==> src/core/pcl_pkg.sv <==
// Package: constants and types for the program counter load logic
package pcl_pkg;
    localparam int PC_W = 15;
    localparam int LO_W = 8;
    localparam int HI_W = 7;
    localparam int CALL_HI_W = 3;
    localparam int SP_W = 5;
    localparam int STK_DEPTH = 16;
    localparam int ADDR_W = 12;
    localparam logic [ADDR_W-1:0] OFF_STATUS_FLAG_SHADOW = 12'hfe4;
    localparam logic [ADDR_W-1:0] OFF_ACC_SHAD = 12'hfe5;
    localparam logic [ADDR_W-1:0] OFF_BANK_SHAD = 12'hfe6;
    localparam logic [ADDR_W-1:0] OFF_LATCH_SHAD = 12'hfe7;
    localparam logic [ADDR_W-1:0] OFF_P0L_SHAD = 12'hfe8;
    localparam logic [ADDR_W-1:0] OFF_P0H_SHAD = 12'hfe9;
    localparam logic [ADDR_W-1:0] OFF_P1L_SHAD = 12'hfea;
    localparam logic [ADDR_W-1:0] OFF_P1H_SHAD = 12'hfeb;
    localparam logic [ADDR_W-1:0] OFF_STACK_PTR = 12'hfed;
    localparam logic [ADDR_W-1:0] OFF_STACK_TOP_LO = 12'hfee;
    localparam logic [ADDR_W-1:0] OFF_STACK_TOP_HI = 12'hfef;
    // Registers of our own for the counter low byte and high latch
    localparam logic [ADDR_W-1:0] OFF_COUNTER_LO = 12'hff0;
    localparam logic [ADDR_W-1:0] OFF_COUNTER_LATCH = 12'hff1;
    localparam logic [SP_W-1:0] SP_RST = 5'h1f;
    localparam logic [7:0] STATUS_MASK = 8'h07;
    localparam logic [7:0] BANK_MASK = 8'h1f;
    localparam logic [7:0] HI7_MASK = 8'h7f;

    typedef enum logic [2:0] {
        PCL_OP_NONE,
        PCL_OP_STEP,
        PCL_OP_ADD_LOW,
        PCL_OP_CALL,
        PCL_OP_ACCUMULATOR_BASED_CALL,
        PCL_OP_INTR,
        PCL_OP_RETURN,
        PCL_OP_RETURN_FROM_INTERRUPT
    } pcl_op_e;

    // Core request: one operation per cycle
    typedef struct packed {
        pcl_op_e op;
        logic [10:0] operand;
        logic [7:0] addend;
        logic [PC_W-1:0] intr_vector;
    } pcl_req_s;

    // Live context registers owned by the core
    typedef struct packed {
        logic [2:0] status;
        logic [7:0] acc;
        logic [4:0] bank;
        logic [6:0] latch;
        logic [7:0] p0l;
        logic [7:0] p0h;
        logic [7:0] p1l;
        logic [7:0] p1h;
    } pcl_ctx_s;

    typedef struct packed {
        logic read;
        logic write;
        logic [ADDR_W-1:0] address;
        logic [7:0] writedata;
    } pcl_bus_req_s;

    typedef struct packed {
        logic waitrequest;
        logic readdatavalid;
        logic [7:0] readdata;
    } pcl_bus_rsp_s;
endpackage

==> src/core/pcl_stack_mem.sv <==
// Hardware return stack storage with registered read data
`timescale 1ns/1ps
module pcl_stack_mem #(
    parameter int DEPTH = 16,
    parameter int WIDTH = 15
) (
    input wire logic clk_sys_i,
    input wire logic wr_en_i,
    input wire logic [$clog2(DEPTH)-1:0] wr_addr_i,
    input wire logic [WIDTH-1:0] wr_data_i,
    input wire logic [$clog2(DEPTH)-1:0] rd_addr_i,
    output logic [WIDTH-1:0] rd_data_o
);
    logic [WIDTH-1:0] mem [DEPTH];

    // No reset: contents survive all resets
    always_ff @(posedge clk_sys_i) begin
        if (wr_en_i) begin
            mem[wr_addr_i] <= wr_data_i;
        end
        rd_data_o <= mem[rd_addr_i];
    end
endmodule

==> src/core/pcl_shadow_bank.sv <==
// Shadow copies of the context registers, unreset so they survive resets
`timescale 1ns/1ps
module pcl_shadow_bank
    import pcl_pkg::*;
(
    input wire logic clk_sys_i,
    input wire logic save_i,
    input wire logic wr_i,
    input wire logic [ADDR_W-1:0] wr_addr_i,
    input wire logic [7:0] wr_data_i,
    input wire pcl_pkg::pcl_ctx_s live_i,
    output pcl_pkg::pcl_ctx_s shadow_o
);
    pcl_ctx_s state_reg;
    pcl_ctx_s state_next;

    always_comb begin
        state_next = state_reg;
        if (save_i) begin
            state_next = live_i;
        end else if (wr_i) begin
            unique case (wr_addr_i)
                OFF_STATUS_FLAG_SHADOW: state_next.status = wr_data_i[2:0];
                OFF_ACC_SHAD: state_next.acc = wr_data_i;
                OFF_BANK_SHAD: state_next.bank = wr_data_i[4:0];
                OFF_LATCH_SHAD: state_next.latch = wr_data_i[6:0];
                OFF_P0L_SHAD: state_next.p0l = wr_data_i;
                OFF_P0H_SHAD: state_next.p0h = wr_data_i;
                OFF_P1L_SHAD: state_next.p1l = wr_data_i;
                OFF_P1H_SHAD: state_next.p1h = wr_data_i;
                default: state_next = state_reg;
            endcase
        end
    end

    // No reset term: unknown at power-on, unchanged by resets
    always_ff @(posedge clk_sys_i) begin
        state_reg <= state_next;
    end

    assign shadow_o = state_reg;
endmodule

==> src/core/pcl_pc_ctrl.sv <==
// Program counter sequencing, stack access and shadow registers
`timescale 1ns/1ps
module pcl_pc_ctrl
    import pcl_pkg::*;
#(
    parameter int DEPTH = STK_DEPTH
) (
    input wire logic clk_sys_i,
    input wire logic nrst_i,
    input wire pcl_pkg::pcl_req_s req_i,
    input wire pcl_pkg::pcl_ctx_s ctx_i,
    input wire pcl_pkg::pcl_bus_req_s bus_i,
    output pcl_pkg::pcl_bus_rsp_s bus_o,
    output logic [PC_W-1:0] pc_o,
    output logic [HI_W-1:0] latch_o,
    output logic restore_o,
    output pcl_pkg::pcl_ctx_s restore_ctx_o
);
    import pcl_pkg::*;

    localparam int IDX_W = $clog2(DEPTH);

    typedef struct packed {
        logic [PC_W-1:0] pc;
        logic [HI_W-1:0] latch;
        logic [SP_W-1:0] sp;
        logic rd_pend;
        logic waitreq;
        logic [ADDR_W-1:0] rd_addr;
        logic rsp_valid;
        logic [7:0] rsp_data;
        logic restore;
        logic [IDX_W-1:0] ret_idx;
    } pcl_state_s;

    pcl_state_s state_reg;
    pcl_state_s state_next;

    pcl_ctx_s shadow;
    logic [PC_W-1:0] stk_rd;
    logic stk_we;
    logic [IDX_W-1:0] stk_waddr;
    logic [PC_W-1:0] stk_wdata;
    logic [IDX_W-1:0] stk_raddr;
    logic sh_wr;
    logic sh_save;
    logic [PC_W-1:0] pc_inc;
    logic [SP_W-1:0] sp_inc;
    logic [SP_W-1:0] sp_dec;
    logic push;
    logic pop;
    logic bus_wr;
    logic [7:0] rd_val;

    assign pc_inc = state_reg.pc + PC_W'(1);
    assign sp_inc = state_reg.sp + SP_W'(1);
    assign sp_dec = state_reg.sp - SP_W'(1);
    assign push = (req_i.op == PCL_OP_CALL) || (req_i.op == PCL_OP_ACCUMULATOR_BASED_CALL)
        || (req_i.op == PCL_OP_INTR);
    assign pop = (req_i.op == PCL_OP_RETURN) || (req_i.op == PCL_OP_RETURN_FROM_INTERRUPT);
    // A write lands only at the edge where the master sees waitrequest low
    assign bus_wr = bus_i.write && !state_reg.waitreq;

    // Registered stack read at the next pointer keeps the top entry in step with the pointer
    assign stk_raddr = state_next.sp[IDX_W-1:0];

    pcl_stack_mem #(
        .DEPTH(DEPTH),
        .WIDTH(PC_W)
    ) u_stack (
        .clk_sys_i(clk_sys_i),
        .wr_en_i(stk_we),
        .wr_addr_i(stk_waddr),
        .wr_data_i(stk_wdata),
        .rd_addr_i(stk_raddr),
        .rd_data_o(stk_rd)
    );

    // Shadows must survive every reset, so nothing may load them while it is held
    assign sh_wr = bus_wr && nrst_i && (bus_i.address >= OFF_STATUS_FLAG_SHADOW)
        && (bus_i.address <= OFF_P1H_SHAD);
    assign sh_save = nrst_i && (req_i.op == PCL_OP_INTR);

    pcl_shadow_bank u_shadow (
        .clk_sys_i(clk_sys_i),
        .save_i(sh_save),
        .wr_i(sh_wr),
        .wr_addr_i(bus_i.address),
        .wr_data_i(bus_i.writedata),
        .live_i(ctx_i),
        .shadow_o(shadow)
    );

    // Read mux; unmapped addresses and unused bits return zero
    always_comb begin
        rd_val = 8'h00;
        unique case (state_reg.rd_addr)
            OFF_STATUS_FLAG_SHADOW: rd_val = {5'h00, shadow.status};
            OFF_ACC_SHAD: rd_val = shadow.acc;
            OFF_BANK_SHAD: rd_val = {3'h0, shadow.bank};
            OFF_LATCH_SHAD: rd_val = {1'b0, shadow.latch};
            OFF_P0L_SHAD: rd_val = shadow.p0l;
            OFF_P0H_SHAD: rd_val = shadow.p0h;
            OFF_P1L_SHAD: rd_val = shadow.p1l;
            OFF_P1H_SHAD: rd_val = shadow.p1h;
            OFF_STACK_PTR: rd_val = {3'h0, state_reg.sp};
            OFF_STACK_TOP_LO: rd_val = stk_rd[LO_W-1:0];
            OFF_STACK_TOP_HI: rd_val = {1'b0, stk_rd[PC_W-1:LO_W]};
            OFF_COUNTER_LO: rd_val = state_reg.pc[LO_W-1:0];
            OFF_COUNTER_LATCH: rd_val = {1'b0, state_reg.latch};
            default: rd_val = 8'h00;
        endcase
    end

    always_comb begin
        state_next = state_reg;
        stk_we = 1'b0;
        stk_waddr = state_reg.sp[IDX_W-1:0];
        stk_wdata = state_reg.pc;
        state_next.restore = 1'b0;
        state_next.rsp_valid = 1'b0;
        state_next.rsp_data = 8'h00;

        // Instruction sequencing
        unique case (req_i.op)
            PCL_OP_NONE: state_next.pc = state_reg.pc;
            PCL_OP_STEP: state_next.pc = pc_inc;
            PCL_OP_ADD_LOW: begin
                state_next.pc[LO_W-1:0] = state_reg.pc[LO_W-1:0] + req_i.addend;
                state_next.pc[PC_W-1:LO_W] = state_reg.latch;
            end
            PCL_OP_CALL: state_next.pc = {state_reg.latch[HI_W-1:CALL_HI_W],
                req_i.operand};
            PCL_OP_ACCUMULATOR_BASED_CALL: state_next.pc = {state_reg.latch, ctx_i.acc};
            PCL_OP_INTR: state_next.pc = req_i.intr_vector;
            PCL_OP_RETURN, PCL_OP_RETURN_FROM_INTERRUPT: state_next.pc = stk_rd;
        endcase

        // Push: pointer up then store return address; latch untouched
        if (push) begin
            state_next.sp = sp_inc;
            stk_we = 1'b1;
            stk_waddr = sp_inc[IDX_W-1:0];
            stk_wdata = (req_i.op == PCL_OP_INTR) ? state_reg.pc : pc_inc;
        end else if (pop) begin
            state_next.sp = sp_dec;
        end
        state_next.restore = (req_i.op == PCL_OP_RETURN_FROM_INTERRUPT);

        // Avalon-MM slave: one wait cycle per write, two per read
        if (bus_i.read && !state_reg.rd_pend && !state_reg.rsp_valid) begin
            state_next.rd_pend = 1'b1;
            state_next.rd_addr = bus_i.address;
        end else if (state_reg.rd_pend) begin
            state_next.rd_pend = 1'b0;
            state_next.rsp_valid = 1'b1;
            state_next.rsp_data = rd_val;
        end
        // Registered waitrequest: low only in the cycle that completes an access
        state_next.waitreq = !(bus_i.write && state_reg.waitreq) && !state_reg.rd_pend;
        if (bus_wr && !push && !pop) begin
            unique case (bus_i.address)
                OFF_COUNTER_LO: state_next.pc = {state_reg.latch, bus_i.writedata};
                OFF_COUNTER_LATCH: state_next.latch = bus_i.writedata[HI_W-1:0];
                OFF_STACK_PTR: state_next.sp = bus_i.writedata[SP_W-1:0];
                OFF_STACK_TOP_LO: begin
                    stk_we = 1'b1;
                    stk_wdata = {stk_rd[PC_W-1:LO_W], bus_i.writedata};
                end
                OFF_STACK_TOP_HI: begin
                    stk_we = 1'b1;
                    stk_wdata = {bus_i.writedata[HI_W-1:0], stk_rd[LO_W-1:0]};
                end
                default: state_next.latch = state_reg.latch;
            endcase
        end

        if (!nrst_i) begin
            state_next.pc = '0;
            state_next.latch = '0;
            state_next.sp = SP_RST;
            state_next.rd_pend = 1'b0;
            state_next.waitreq = 1'b1;
            state_next.rsp_valid = 1'b0;
            state_next.rsp_data = 8'h00;
            state_next.restore = 1'b0;
            state_next.rd_addr = '0;
            stk_we = 1'b0;
        end
    end

    always_ff @(posedge clk_sys_i) begin
        state_reg <= state_next;
    end

    assign pc_o = state_reg.pc;
    assign latch_o = state_reg.latch;
    assign restore_o = state_reg.restore;
    assign restore_ctx_o = shadow;
    assign bus_o.waitrequest = state_reg.waitreq;
    assign bus_o.readdatavalid = state_reg.rsp_valid;
    assign bus_o.readdata = state_reg.rsp_data;

    AST_RESET_CLEARS_PC: assert property (@(posedge clk_sys_i)
        !nrst_i |=> pc_o == '0)
        else $error("PC not cleared by reset");
    AST_LOW_WRITE_LOADS_LATCH: assert property (@(posedge clk_sys_i)
        disable iff (!nrst_i)
        bus_wr && bus_i.address == OFF_COUNTER_LO && !push && !pop
        |=> pc_o == {$past(latch_o), $past(bus_i.writedata)})
        else $error("Low byte write did not load latch");
    AST_ADD_LOW_NO_CARRY: assert property (@(posedge clk_sys_i) disable iff (!nrst_i)
        req_i.op == PCL_OP_ADD_LOW && !bus_wr
        |=> pc_o[PC_W-1:LO_W] == $past(latch_o))
        else $error("Computed jump changed high bits wrongly");
    AST_CALL_TARGET: assert property (@(posedge clk_sys_i) disable iff (!nrst_i)
        req_i.op == PCL_OP_CALL
        |=> pc_o[PC_W-1:LO_W+CALL_HI_W] == $past(latch_o[HI_W-1:CALL_HI_W])
        && pc_o[LO_W+CALL_HI_W-1:0] == $past(req_i.operand))
        else $error("Call target wrong");
    AST_ACCUMULATOR_BASED_CALL_TARGET: assert property (@(posedge clk_sys_i) disable iff (!nrst_i)
        req_i.op == PCL_OP_ACCUMULATOR_BASED_CALL |=> pc_o == {$past(latch_o), $past(ctx_i.acc)})
        else $error("Accumulator call target wrong");
    AST_PUSH_POINTER: assert property (@(posedge clk_sys_i) disable iff (!nrst_i)
        push |=> state_reg.sp == $past(state_reg.sp) + SP_W'(1))
        else $error("Push did not advance pointer");
    AST_PUSH_KEEPS_LATCH: assert property (@(posedge clk_sys_i) disable iff (!nrst_i)
        (push || pop) |=> $stable(latch_o))
        else $error("Stack access changed latch");
    AST_READ_ANSWER: assert property (@(posedge clk_sys_i) disable iff (!nrst_i)
        bus_i.read && !state_reg.rd_pend && !state_reg.rsp_valid
        ##0 bus_i.address == OFF_COUNTER_LATCH |=> ##1 bus_o.readdata[7] == 1'b0)
        else $error("Unimplemented bit read nonzero");
    AST_RETURN_FROM_INTERRUPT_RESTORE: assert property (@(posedge clk_sys_i) disable iff (!nrst_i)
        req_i.op == PCL_OP_RETURN_FROM_INTERRUPT |=> restore_o)
        else $error("Return from interrupt gave no restore");
    AST_STEP_INCREMENTS: assert property (@(posedge clk_sys_i)
        disable iff (!nrst_i)
        req_i.op == PCL_OP_STEP && !bus_wr |=> pc_o == $past(pc_o) + PC_W'(1))
        else $error("Step did not advance the counter");
    AST_LATCH_ONLY_BY_BUS: assert property (@(posedge clk_sys_i)
        disable iff (!nrst_i)
        !(bus_wr && bus_i.address == OFF_COUNTER_LATCH) |=> $stable(latch_o))
        else $error("Counter high latch changed without a write");
    AST_INTR_VECTOR: assert property (@(posedge clk_sys_i)
        disable iff (!nrst_i)
        req_i.op == PCL_OP_INTR |=> pc_o == $past(req_i.intr_vector))
        else $error("Interrupt entry did not load the vector");
    AST_SHADOW_SAVE: assert property (@(posedge clk_sys_i)
        disable iff (!nrst_i)
        req_i.op == PCL_OP_INTR |=> restore_ctx_o == $past(ctx_i))
        else $error("Interrupt entry did not save the context");

    // Stack pointer and stack storage
    AST_POP_POINTER: assert property (@(posedge clk_sys_i)
        disable iff (!nrst_i)
        pop |=> state_reg.sp == $past(state_reg.sp) - SP_W'(1))
        else $error("Pop did not lower pointer");
    AST_PUSH_STORES: assert property (@(posedge clk_sys_i)
        disable iff (!nrst_i)
        push |-> stk_we && stk_waddr == sp_inc[IDX_W-1:0])
        else $error("Push did not store at the raised pointer");
    AST_CALL_PUSHES_NEXT: assert property (@(posedge clk_sys_i)
        disable iff (!nrst_i)
        (req_i.op == PCL_OP_CALL || req_i.op == PCL_OP_ACCUMULATOR_BASED_CALL) |-> stk_wdata == pc_inc)
        else $error("Call stored the wrong return address");
    AST_POP_LOADS_TOP: assert property (@(posedge clk_sys_i)
        disable iff (!nrst_i)
        pop |=> pc_o == $past(stk_rd))
        else $error("Return did not load the stack top");
    AST_RESET_SPARES_STORES: assert property (@(posedge clk_sys_i)
        !nrst_i |-> !stk_we && !sh_wr && !sh_save)
        else $error("Stack or shadow loaded during reset");
    AST_RESET_POINTER: assert property (@(posedge clk_sys_i)
        !nrst_i |=> state_reg.sp == SP_RST && latch_o == '0)
        else $error("Reset left pointer or latch set");

    // Read data masks and register bus handshake
    AST_LOW_READ_MATCHES: assert property (@(posedge clk_sys_i)
        disable iff (!nrst_i)
        state_reg.rd_pend && state_reg.rd_addr == OFF_COUNTER_LO
        |=> bus_o.readdata == $past(pc_o[LO_W-1:0]))
        else $error("Counter low byte read wrong");
    AST_TOP_HIGH_BIT_ZERO: assert property (@(posedge clk_sys_i)
        disable iff (!nrst_i)
        state_reg.rd_pend && state_reg.rd_addr == OFF_STACK_TOP_HI
        |=> (bus_o.readdata & ~HI7_MASK) == 8'h00)
        else $error("Stack top high read showed bit 7");
    AST_STATUS_UPPER_ZERO: assert property (@(posedge clk_sys_i)
        disable iff (!nrst_i)
        state_reg.rd_pend && state_reg.rd_addr == OFF_STATUS_FLAG_SHADOW
        |=> (bus_o.readdata & ~STATUS_MASK) == 8'h00)
        else $error("Status shadow read showed upper bits");
    AST_BANK_UPPER_ZERO: assert property (@(posedge clk_sys_i)
        disable iff (!nrst_i)
        state_reg.rd_pend && state_reg.rd_addr == OFF_BANK_SHAD
        |=> (bus_o.readdata & ~BANK_MASK) == 8'h00)
        else $error("Bank shadow read showed upper bits");
    AST_UNMAPPED_READS_ZERO: assert property (@(posedge clk_sys_i)
        disable iff (!nrst_i)
        state_reg.rd_pend && !(state_reg.rd_addr inside {[OFF_STATUS_FLAG_SHADOW:OFF_P1H_SHAD],
            [OFF_STACK_PTR:OFF_COUNTER_LATCH]}) |=> bus_o.readdata == 8'h00)
        else $error("Unmapped address read nonzero");
    AST_WRITE_ONE_WAIT: assert property (@(posedge clk_sys_i)
        disable iff (!nrst_i)
        bus_i.write && bus_o.waitrequest |=> !bus_o.waitrequest)
        else $error("Write not answered after one wait cycle");
    AST_READ_TWO_WAITS: assert property (@(posedge clk_sys_i)
        disable iff (!nrst_i)
        bus_i.read && !state_reg.rd_pend && !state_reg.rsp_valid
        |=> bus_o.waitrequest ##1 !bus_o.waitrequest && bus_o.readdatavalid)
        else $error("Read not answered after two wait cycles");
    AST_VALID_ONE_CYCLE: assert property (@(posedge clk_sys_i)
        disable iff (!nrst_i)
        bus_o.readdatavalid |=> !bus_o.readdatavalid)
        else $error("Read data valid stood too long");

    COV_CALL: cover property (@(posedge clk_sys_i) req_i.op == PCL_OP_CALL);
    COV_ACCUMULATOR_BASED_CALL_RET: cover property (@(posedge clk_sys_i)
        req_i.op == PCL_OP_ACCUMULATOR_BASED_CALL ##[1:40] req_i.op == PCL_OP_RETURN);
    COV_INTR_RETURN_FROM_INTERRUPT: cover property (@(posedge clk_sys_i)
        req_i.op == PCL_OP_INTR ##[1:100] req_i.op == PCL_OP_RETURN_FROM_INTERRUPT);
    COV_LOW_WRITE: cover property (@(posedge clk_sys_i)
        bus_wr && bus_i.address == OFF_COUNTER_LO);
    COV_TOP_WRITE: cover property (@(posedge clk_sys_i)
        bus_wr && bus_i.address == OFF_STACK_TOP_HI);
endmodule

==> config.mk <==
export PLATFORM = sky130hd
export DESIGN_NAME = pcl_pc_ctrl
export DESIGN_NICKNAME = d
export VERILOG_FILES = /design/src/core/pcl_pkg.sv /design/src/core/pcl_stack_mem.sv /design/src/core/pcl_shadow_bank.sv /design/src/core/pcl_pc_ctrl.sv
export SDC_FILE = /design/constraint.sdc
export NUM_CORES = 1
export LEC_CHECK = 0
export BUFFER_PORTS_ARGS = -buffer_cell sky130_fd_sc_hd__buf_2
export CAP_MARGIN = 20
export CELL_PAD_IN_SITES_DETAIL_PLACEMENT = 1
export CELL_PAD_IN_SITES_GLOBAL_PLACEMENT = 2
export CORE_ASPECT_RATIO = 0.75
export CORE_MARGIN = 2
export CORE_UTILIZATION = 40
export CTS_CLUSTER_SIZE = 12
export DETAILED_ROUTE_END_ITERATION = 10
export GPL_ROUTABILITY_DRIVEN = 0
export GPL_TIMING_DRIVEN = 0
export PLACE_DENSITY_LB_ADDON = 0.1
export SETUP_SLACK_MARGIN = 0.05
export SYNTH_ARGS = -nofsm -noshare
export SYNTH_HDL_FRONTEND = slang
export SYNTH_SLANG_ARGS = --single-unit
export TNS_END_PERCENT = 100
==> constraint.sdc <==
create_clock -name clk_sys_i -period 4.9 [get_ports clk_sys_i]
set_input_delay 1.47 -clock clk_sys_i [delete_from_list [all_inputs] [get_ports clk_sys_i]]
set_output_delay 1.47 -clock clk_sys_i [all_outputs]
set_load 0.005 [all_outputs]
After elaboration in Yosys (flattened, before gate mapping)
Memories as Yosys holds them, arrays and structs flattened. A register that Yosys moved wholly into a read port is not among the register bits.
Index checks and enable logic that the tools add are counted.
{"block": "word_totals", "memories": 1, "ramBits": 240, "ff_bits": 106, "in_bits": 116}
{"block": "classes", "reduce_logical": 43, "n_addsub": 4, "n_eq_ne": 33, "bitwise": 2, "magnitude_cmp": 2, "mux": 34}
{"memory": "u_stack.mem", "depth": 16, "width": 15, "read_ports": 1, "rd_ports_with_merged_regs": 1, "write_ports": 1, "line": "pcl_stack_mem.sv:14", "text": "logic [WIDTH-1:0] mem [DEPTH];"}
{"cell": "$eq A12 B12 Y1 const B", "n": 26}
{"cell": "$mux W55", "n": 2}
{"cell": "$pmux W15 S7", "n": 1}
{"cell": "$pmux W8 S13", "n": 1}
{"cell": "$mux W15", "n": 4}
{"cell": "$mux W8", "n": 5}
{"cell": "$pmux W15 S2", "n": 1}
{"cell": "$mux W28", "n": 1}
{"cell": "$mux W27", "n": 1}
{"cell": "$mux W5", "n": 4}
{"cell": "$mux W9", "n": 2}
{"cell": "$reduce_and A2 Y1", "n": 9}
{"cell": "$reduce_bool A2 Y1", "n": 9}
{"cell": "$add A15 B1 Y15 const B", "n": 1}
{"cell": "$mux W7", "n": 2}
{"cell": "$eq A3 B3 Y1 const B", "n": 4}
{"cell": "$ge A12 B12 Y1 const B", "n": 1}
{"cell": "$le A12 B12 Y1 const B", "n": 1}
{"cell": "$mux W12", "n": 1}
{"cell": "$logic_and A1 B1 Y1", "n": 11}
{"cell": "$add A8 B8 Y8", "n": 1}
{"cell": "$mux W1", "n": 7}
{"cell": "$eq A3 B2 Y1 const B", "n": 2}
{"cell": "$logic_not A1 Y1", "n": 6}
{"cell": "10 further kinds", "n": 15}

Logic depth before layout (Yosys ltp)
{"block": "logic_depth", "word_depth": 10, "depth_mapped": 12}

Cells and area by module
From an unflattened synthesis, not the netlist that was laid out.
{"block": "hier_totals", "hier_cells": 1210, "hier_area_um2": 16637.2}
{"module": "pcl_stack_mem", "seq_area_each_um2": 7507.2, "cells_each": 406, "n_inst": 1, "area_per_inst_um2": 9446.6}
{"module": "pcl_pc_ctrl", "seq_area_each_um2": 1021.0, "cells_each": 600, "n_inst": 1, "area_per_inst_um2": 4844.6}
{"module": "pcl_shadow_bank", "seq_area_each_um2": 1651.6, "cells_each": 204, "n_inst": 1, "area_per_inst_um2": 2346.0}

Worst setup path before layout
OpenSTA, ideal clock, no wires.
{"block": "synth_timing", "path_type": "input to register", "startpoint": "input port bus_i[18] (netlist bit)", "endpoint": "memory u_stack.mem[3][0], enable pin", "n_path_buf": 0, "setup_slack_ps": 819, "stages": 7, "t_arrival_ps": 3695, "setup_ps": 386, "path_cell_list": "nand4_2 > or4b_4 > nor4_1 > nand3_1 > o21ai_0 > nand2_1 > nor2_1"}
{"block": "synth_via", "elab_chain_len": 7, "word_cells_on_any_way": 8}
{"element": "start: declaration", "line": "pcl_pc_ctrl.sv:12", "text": "input wire pcl_pkg::pcl_bus_req_s bus_i,"}
{"element": "$eq A12 B12 Y1", "line": "pcl_pc_ctrl.sv:162", "text": "unique case (bus_i.address)"}
{"element": "$reduce_or A2 Y1 (no line) *"}
{"element": "$mux W1 *", "line": "pcl_pc_ctrl.sv:162"}
{"element": "$mux W1 *", "line": "pcl_pc_ctrl.sv:161", "text": "if (bus_wr && !push && !pop) begin"}
{"element": "$mux W1 *", "line": "pcl_pc_ctrl.sv:178", "text": "if (!nrst_i) begin"}
{"element": "$mux W1 *", "line": "pcl_stack_mem.sv:18", "text": "if (wr_en_i) begin"}
{"element": "$mux W1 (not written as such) *", "line": "pcl_stack_mem.sv:19", "text": "mem[wr_addr_i] <= wr_data_i;"}
{"element": "end: declaration", "line": "pcl_stack_mem.sv:14"}
Mark *: on every way between the ends. The rest lies on a longest branch, timed or not.

Worst setup path after layout
{"block": "layout_timing", "startpoint": "input port bus_i[17] (netlist bit)", "endpoint": "memory u_stack.mem[4][8], data pin"}
{"block": "layout_via", "elab_chain_len": 3, "word_cells_on_any_way": 4}
{"element": "$eq A12 B12 Y1", "line": "pcl_pc_ctrl.sv:162"}
{"element": "$pmux W15 S2 *", "line": "pcl_pc_ctrl.sv:162"}
{"element": "$mux W15 *", "line": "pcl_pc_ctrl.sv:161"}
{"element": "via stk_wdata[8]", "line": "pcl_pc_ctrl.sv:43", "text": "logic [PC_W-1:0] stk_wdata;"}
Mark *: on every way through the listed nets, which the timed path passes. The rest lies on a longest branch.

==> out/qor.yml <==
clock_tree:
  post_cts_buffers: 0
  cts_tree: "built"
  postCtsHoldBufs: 0
  clockBufferDepth: 3
  clk_latency_ns: 0.56
  cts_sinks: 361
  cts_htree_levels: 2
  clkTransAtPathRegs_ns: 0.06
  root_buffer: "clkbuf_16"
  cts_inserted_buffers: 38
  cts_resized: 0
detailed_routing:
  dr.pass1.iters: 6
  route.vias.total: 12300
  wl_per_cell_um: 27.8
  routed-wl-met3_um: 4240
  wl_met1_um: 28700
  drtIter0Drc: 1287
  drc_errors: 0
  final_antenna_net_count: 0
  wl_um: 58300
  wl_met2_um: 24400
  top_layer: "met5"
  vias_per_cell: 5.88
placed_design:
  postPlaceCellArea_mm2: 0.0185
  dp_hpwl_um: 45200
  port_buffers: 198
finish:
  design_area_mm2: 0.0197
  finish.net_count: 1665
  antenna_cells: 0
  areaGrowthSynthToFinish_pct: 19.3
  multi_input_area_mm2: 0.00575
  n_fill_cell: 4260
  seqCellArea_mm2: 0.0102
  final_layout_size_suffix_gt1_share_pct: 26.4
  largest_register_ffs: 240
  final_util_pct: 48.3
worst_setup_path:
  cp_slowest_cell: "nor3_1"
  cpLargestDelayFamily: "simple AND/OR/NAND/NOR gates"
  crit_end: "u_stack.mem[4][8]$_DFFE_PP_"
  r2r_cells: 11
  crit_cells: 8
  worstPathMaxFanout: 10
  cp_cell_sequence: "buf_2, nand4_2, or4b_4, nor3_1, clkbuf_1, a22oi_1, o22ai_1, buf_4"
  cp.required_ns: 5.29
  reg2reg_to: "u_stack.rd_data_o[3]$_DFF_P_"
  crit_path_end_kind: "register"
  cp-startpoint: "bus_i[17]"
  max_stage_delay_ns: 0.81
  crit_type: "input port to register"
  r2r_start: "state_reg[28]$_DFF_P_"
  reg2reg_setup_slack_ns: 1.06
  cp_data_arrival_time_ns: 4.88
  path_buf_inv: 3
  startpoint_type: "input port"
global_route:
  grt_first_pass_wirelength_um: 84800
  antenna_found_initial: 0
  grt_use_total_pct: 27.2
  grt_max_degree: 17
  gr-total-overflow: 0
  grt_pass1_vias: 12400
die:
  die_y_um: 180
  core_area_mm2: 0.0408
  initial_core_util_pct: 40.5
  die_area_mm2: 0.0429
  ios: 204
  die_w_um: 239
  num_rows: 64
pwr:
  power_frac_clock_pct: 38.3
  p_sw_uw: 1940
  peakVddDrop_mv: 0.207
  p_comb_share_pct: 13.0
  pwr-share-seq_pct: 48.7
  p_per_area_mw_per_mm2: 373
  static-leakage-power_uw: 0.00742
  internal_power_uw: 5400
  p_sw_share_pct: 26.5
sta:
  fin_skew_ns: 0.0168
  fmaxAchievable_mhz: 223
  grt_setup_unrepaired: "false"
  hold_violations: 0
  setup_viol: 0
  worst_slew_pin_slew_ns: 1.06
  slew_headroom_pct: 28.3
  drv_slew: 0
  post-route-min-period_ns: 4.48
  hold_ws_ns: 0.487
  finalCritPeriodShare_pct: 91.5
status:
  status: "completed"
logic_synthesis:
  ys_seq_area_share_pct: 61.7
  async_reset_ff_share_pct: 0
  synth_area_leader_cell: "edfxtp_1"
  yosysWarnings: 0
  synth_edf_count: 295
  synth_commonest_cells: "295 x edfxtp_1, 175 x nand2_1, 76 x mux2i_1"
  synth_top_flop_cell: "edfxtp_1"
  syn_area_per_cell_um2: 13.0
  syn_inst: 1268
  synth_nets: 1395
  yosysMostFrequentCell: "edfxtp_1"
  ys_types: 68
  synthTopCellsByArea: "edfxtp_1 54%, dfxtp_1 8.0%, mux2i_1 4.6%, nand2_1 4.0%, mux4_2 4.0%"
  synth_top_area_share_pct: 53.7
  synth_seq_cells: 361
  syn_area_mm2: 0.0165
min_path:
  min_from: "state_reg[20]$_SDFFE_PN0P_"
  hold_path_class: "register to register"
job:
  cap_violations: 0
[cells in the final DEF, fill, tap and decap left out, types with 13 or more instances in the layout]
cell | Yosys | layout
mux2i_1 | 76 | 76
clkbuf_16 | 0 | 38
nor3_1 | 22 | 22
a22oi_1 | 48 | 48
nor2_2 | 0 | 16
o221ai_1 | 22 | 22
a22o_1 | 25 | 25
edfxtp_1 | 295 | 295
a222oi_1 | 16 | 16
mux4_2 | 29 | 29
clkbuf_1 | 41 | 57
buf_2 | 14 | 215
nand2_1 | 175 | 175
mux2_2 | 17 | 17
o21ai_0 | 33 | 28
a21oi_1 | 33 | 33
inv_1 | 14 | 14
nand3_1 | 15 | 15
and2_1 | 13 | 13
xnor2_1 | 26 | 26
o22ai_1 | 14 | 14
and3_1 | 13 | 13
mux2_1 | 14 | 14
nor2_1 | 68 | 52
dfxtp_1 | 66 | 66
buf_4 | 36 | 54
[logic make-up (layout without fill, tap and decap cells)]
| logic type | count (synthesis) | count (layout) | share of synthesized area [%] |
|---|---|---|---|
| buf+inv | 117 | 416 | 3.84 |
| flops | 361 | 361 | 61.7 |
| xor+xnor | 33 | 33 | 1.75 |
| compound gates | 250 | 250 | 11.0 |
| simple gates | 359 | 359 | 9.99 |
| mux | 137 | 137 | 10.8 |
| fa+ha+maj | 11 | 11 | 0.879 |
[power groups by stage]
stage	combinational, µW	sequential [µW]	clock, µW
after floorplan	565	3570	0
after global placement	895	3640	0
after detailed placement	940	3640	0
after CTS	946	3580	2860
after global routing	1030	3580	2970
final	953	3580	2810
[worst reg2reg max path, stage by stage, from the launching register on]
cell	delay, ns
dfxtp_1	0.36
buf_2	0.27
inv_1	0.16
ha_1	0.43
mux2i_1	0.11
o2bb2ai_1	0.17
a21oi_1	0.08
o211ai_2	0.50
buf_2	0.51
nand2_1	0.37
clkbuf_1	0.41
o221ai_1	0.37
[metrics by stage]
stage / TNS, ns / cells / power (µW) / setup slack (ns)
after CTS: 0 / 2088 / 7380 / 0.282
final: 0 / 2095 / 7350 / 0.416
after detailed placement: -20.15 / 2019 / 4580 / -0.246
after global routing: 0 / 2095 / 7580 / 0.218
after floorplan: 0 / 1268 / 4130 / 0.819
after global placement: -79.41 / 1994 / 4540 / -0.545
[layout make-up]
cell class / instances / area share, %
Clock buffer: 58 / 5.41
Sequential cell: 361 / 51.7
Timing Repair Buffer: 230 / 6.58
Tap cell: 528 / 3.35
Buffer: 101 / 2.90
Multi-Input combinational cell: 790 / 29.2
Inverter: 16 / 0.318
Clock inverter: 11 / 0.610
[how the worst min path moves through the flow]
stage | to | slack, ns | cells past startpoint
floorplan | state_reg[19]$_SDFFE_PN0P_ | 0.45 | 1
global placement | state_reg[20]$_SDFFE_PN0P_ | 0.46 | 1
detailed placement | state_reg[20]$_SDFFE_PN0P_ | 0.47 | 1
CTS | state_reg[20]$_SDFFE_PN0P_ | 0.49 | 1
global route | state_reg[20]$_SDFFE_PN0P_ | 0.51 | 1
finish | state_reg[20]$_SDFFE_PN0P_ | 0.49 | 1
[layer usage]
metal  vias to the layer above  track usage [%]
li1                       5392                -
met1                      6393             43.5
met2                       468             38.1
met3                        61             5.04
met4                         2             5.20
met5                         -            0.449
(Power assumes the default switching activity.)
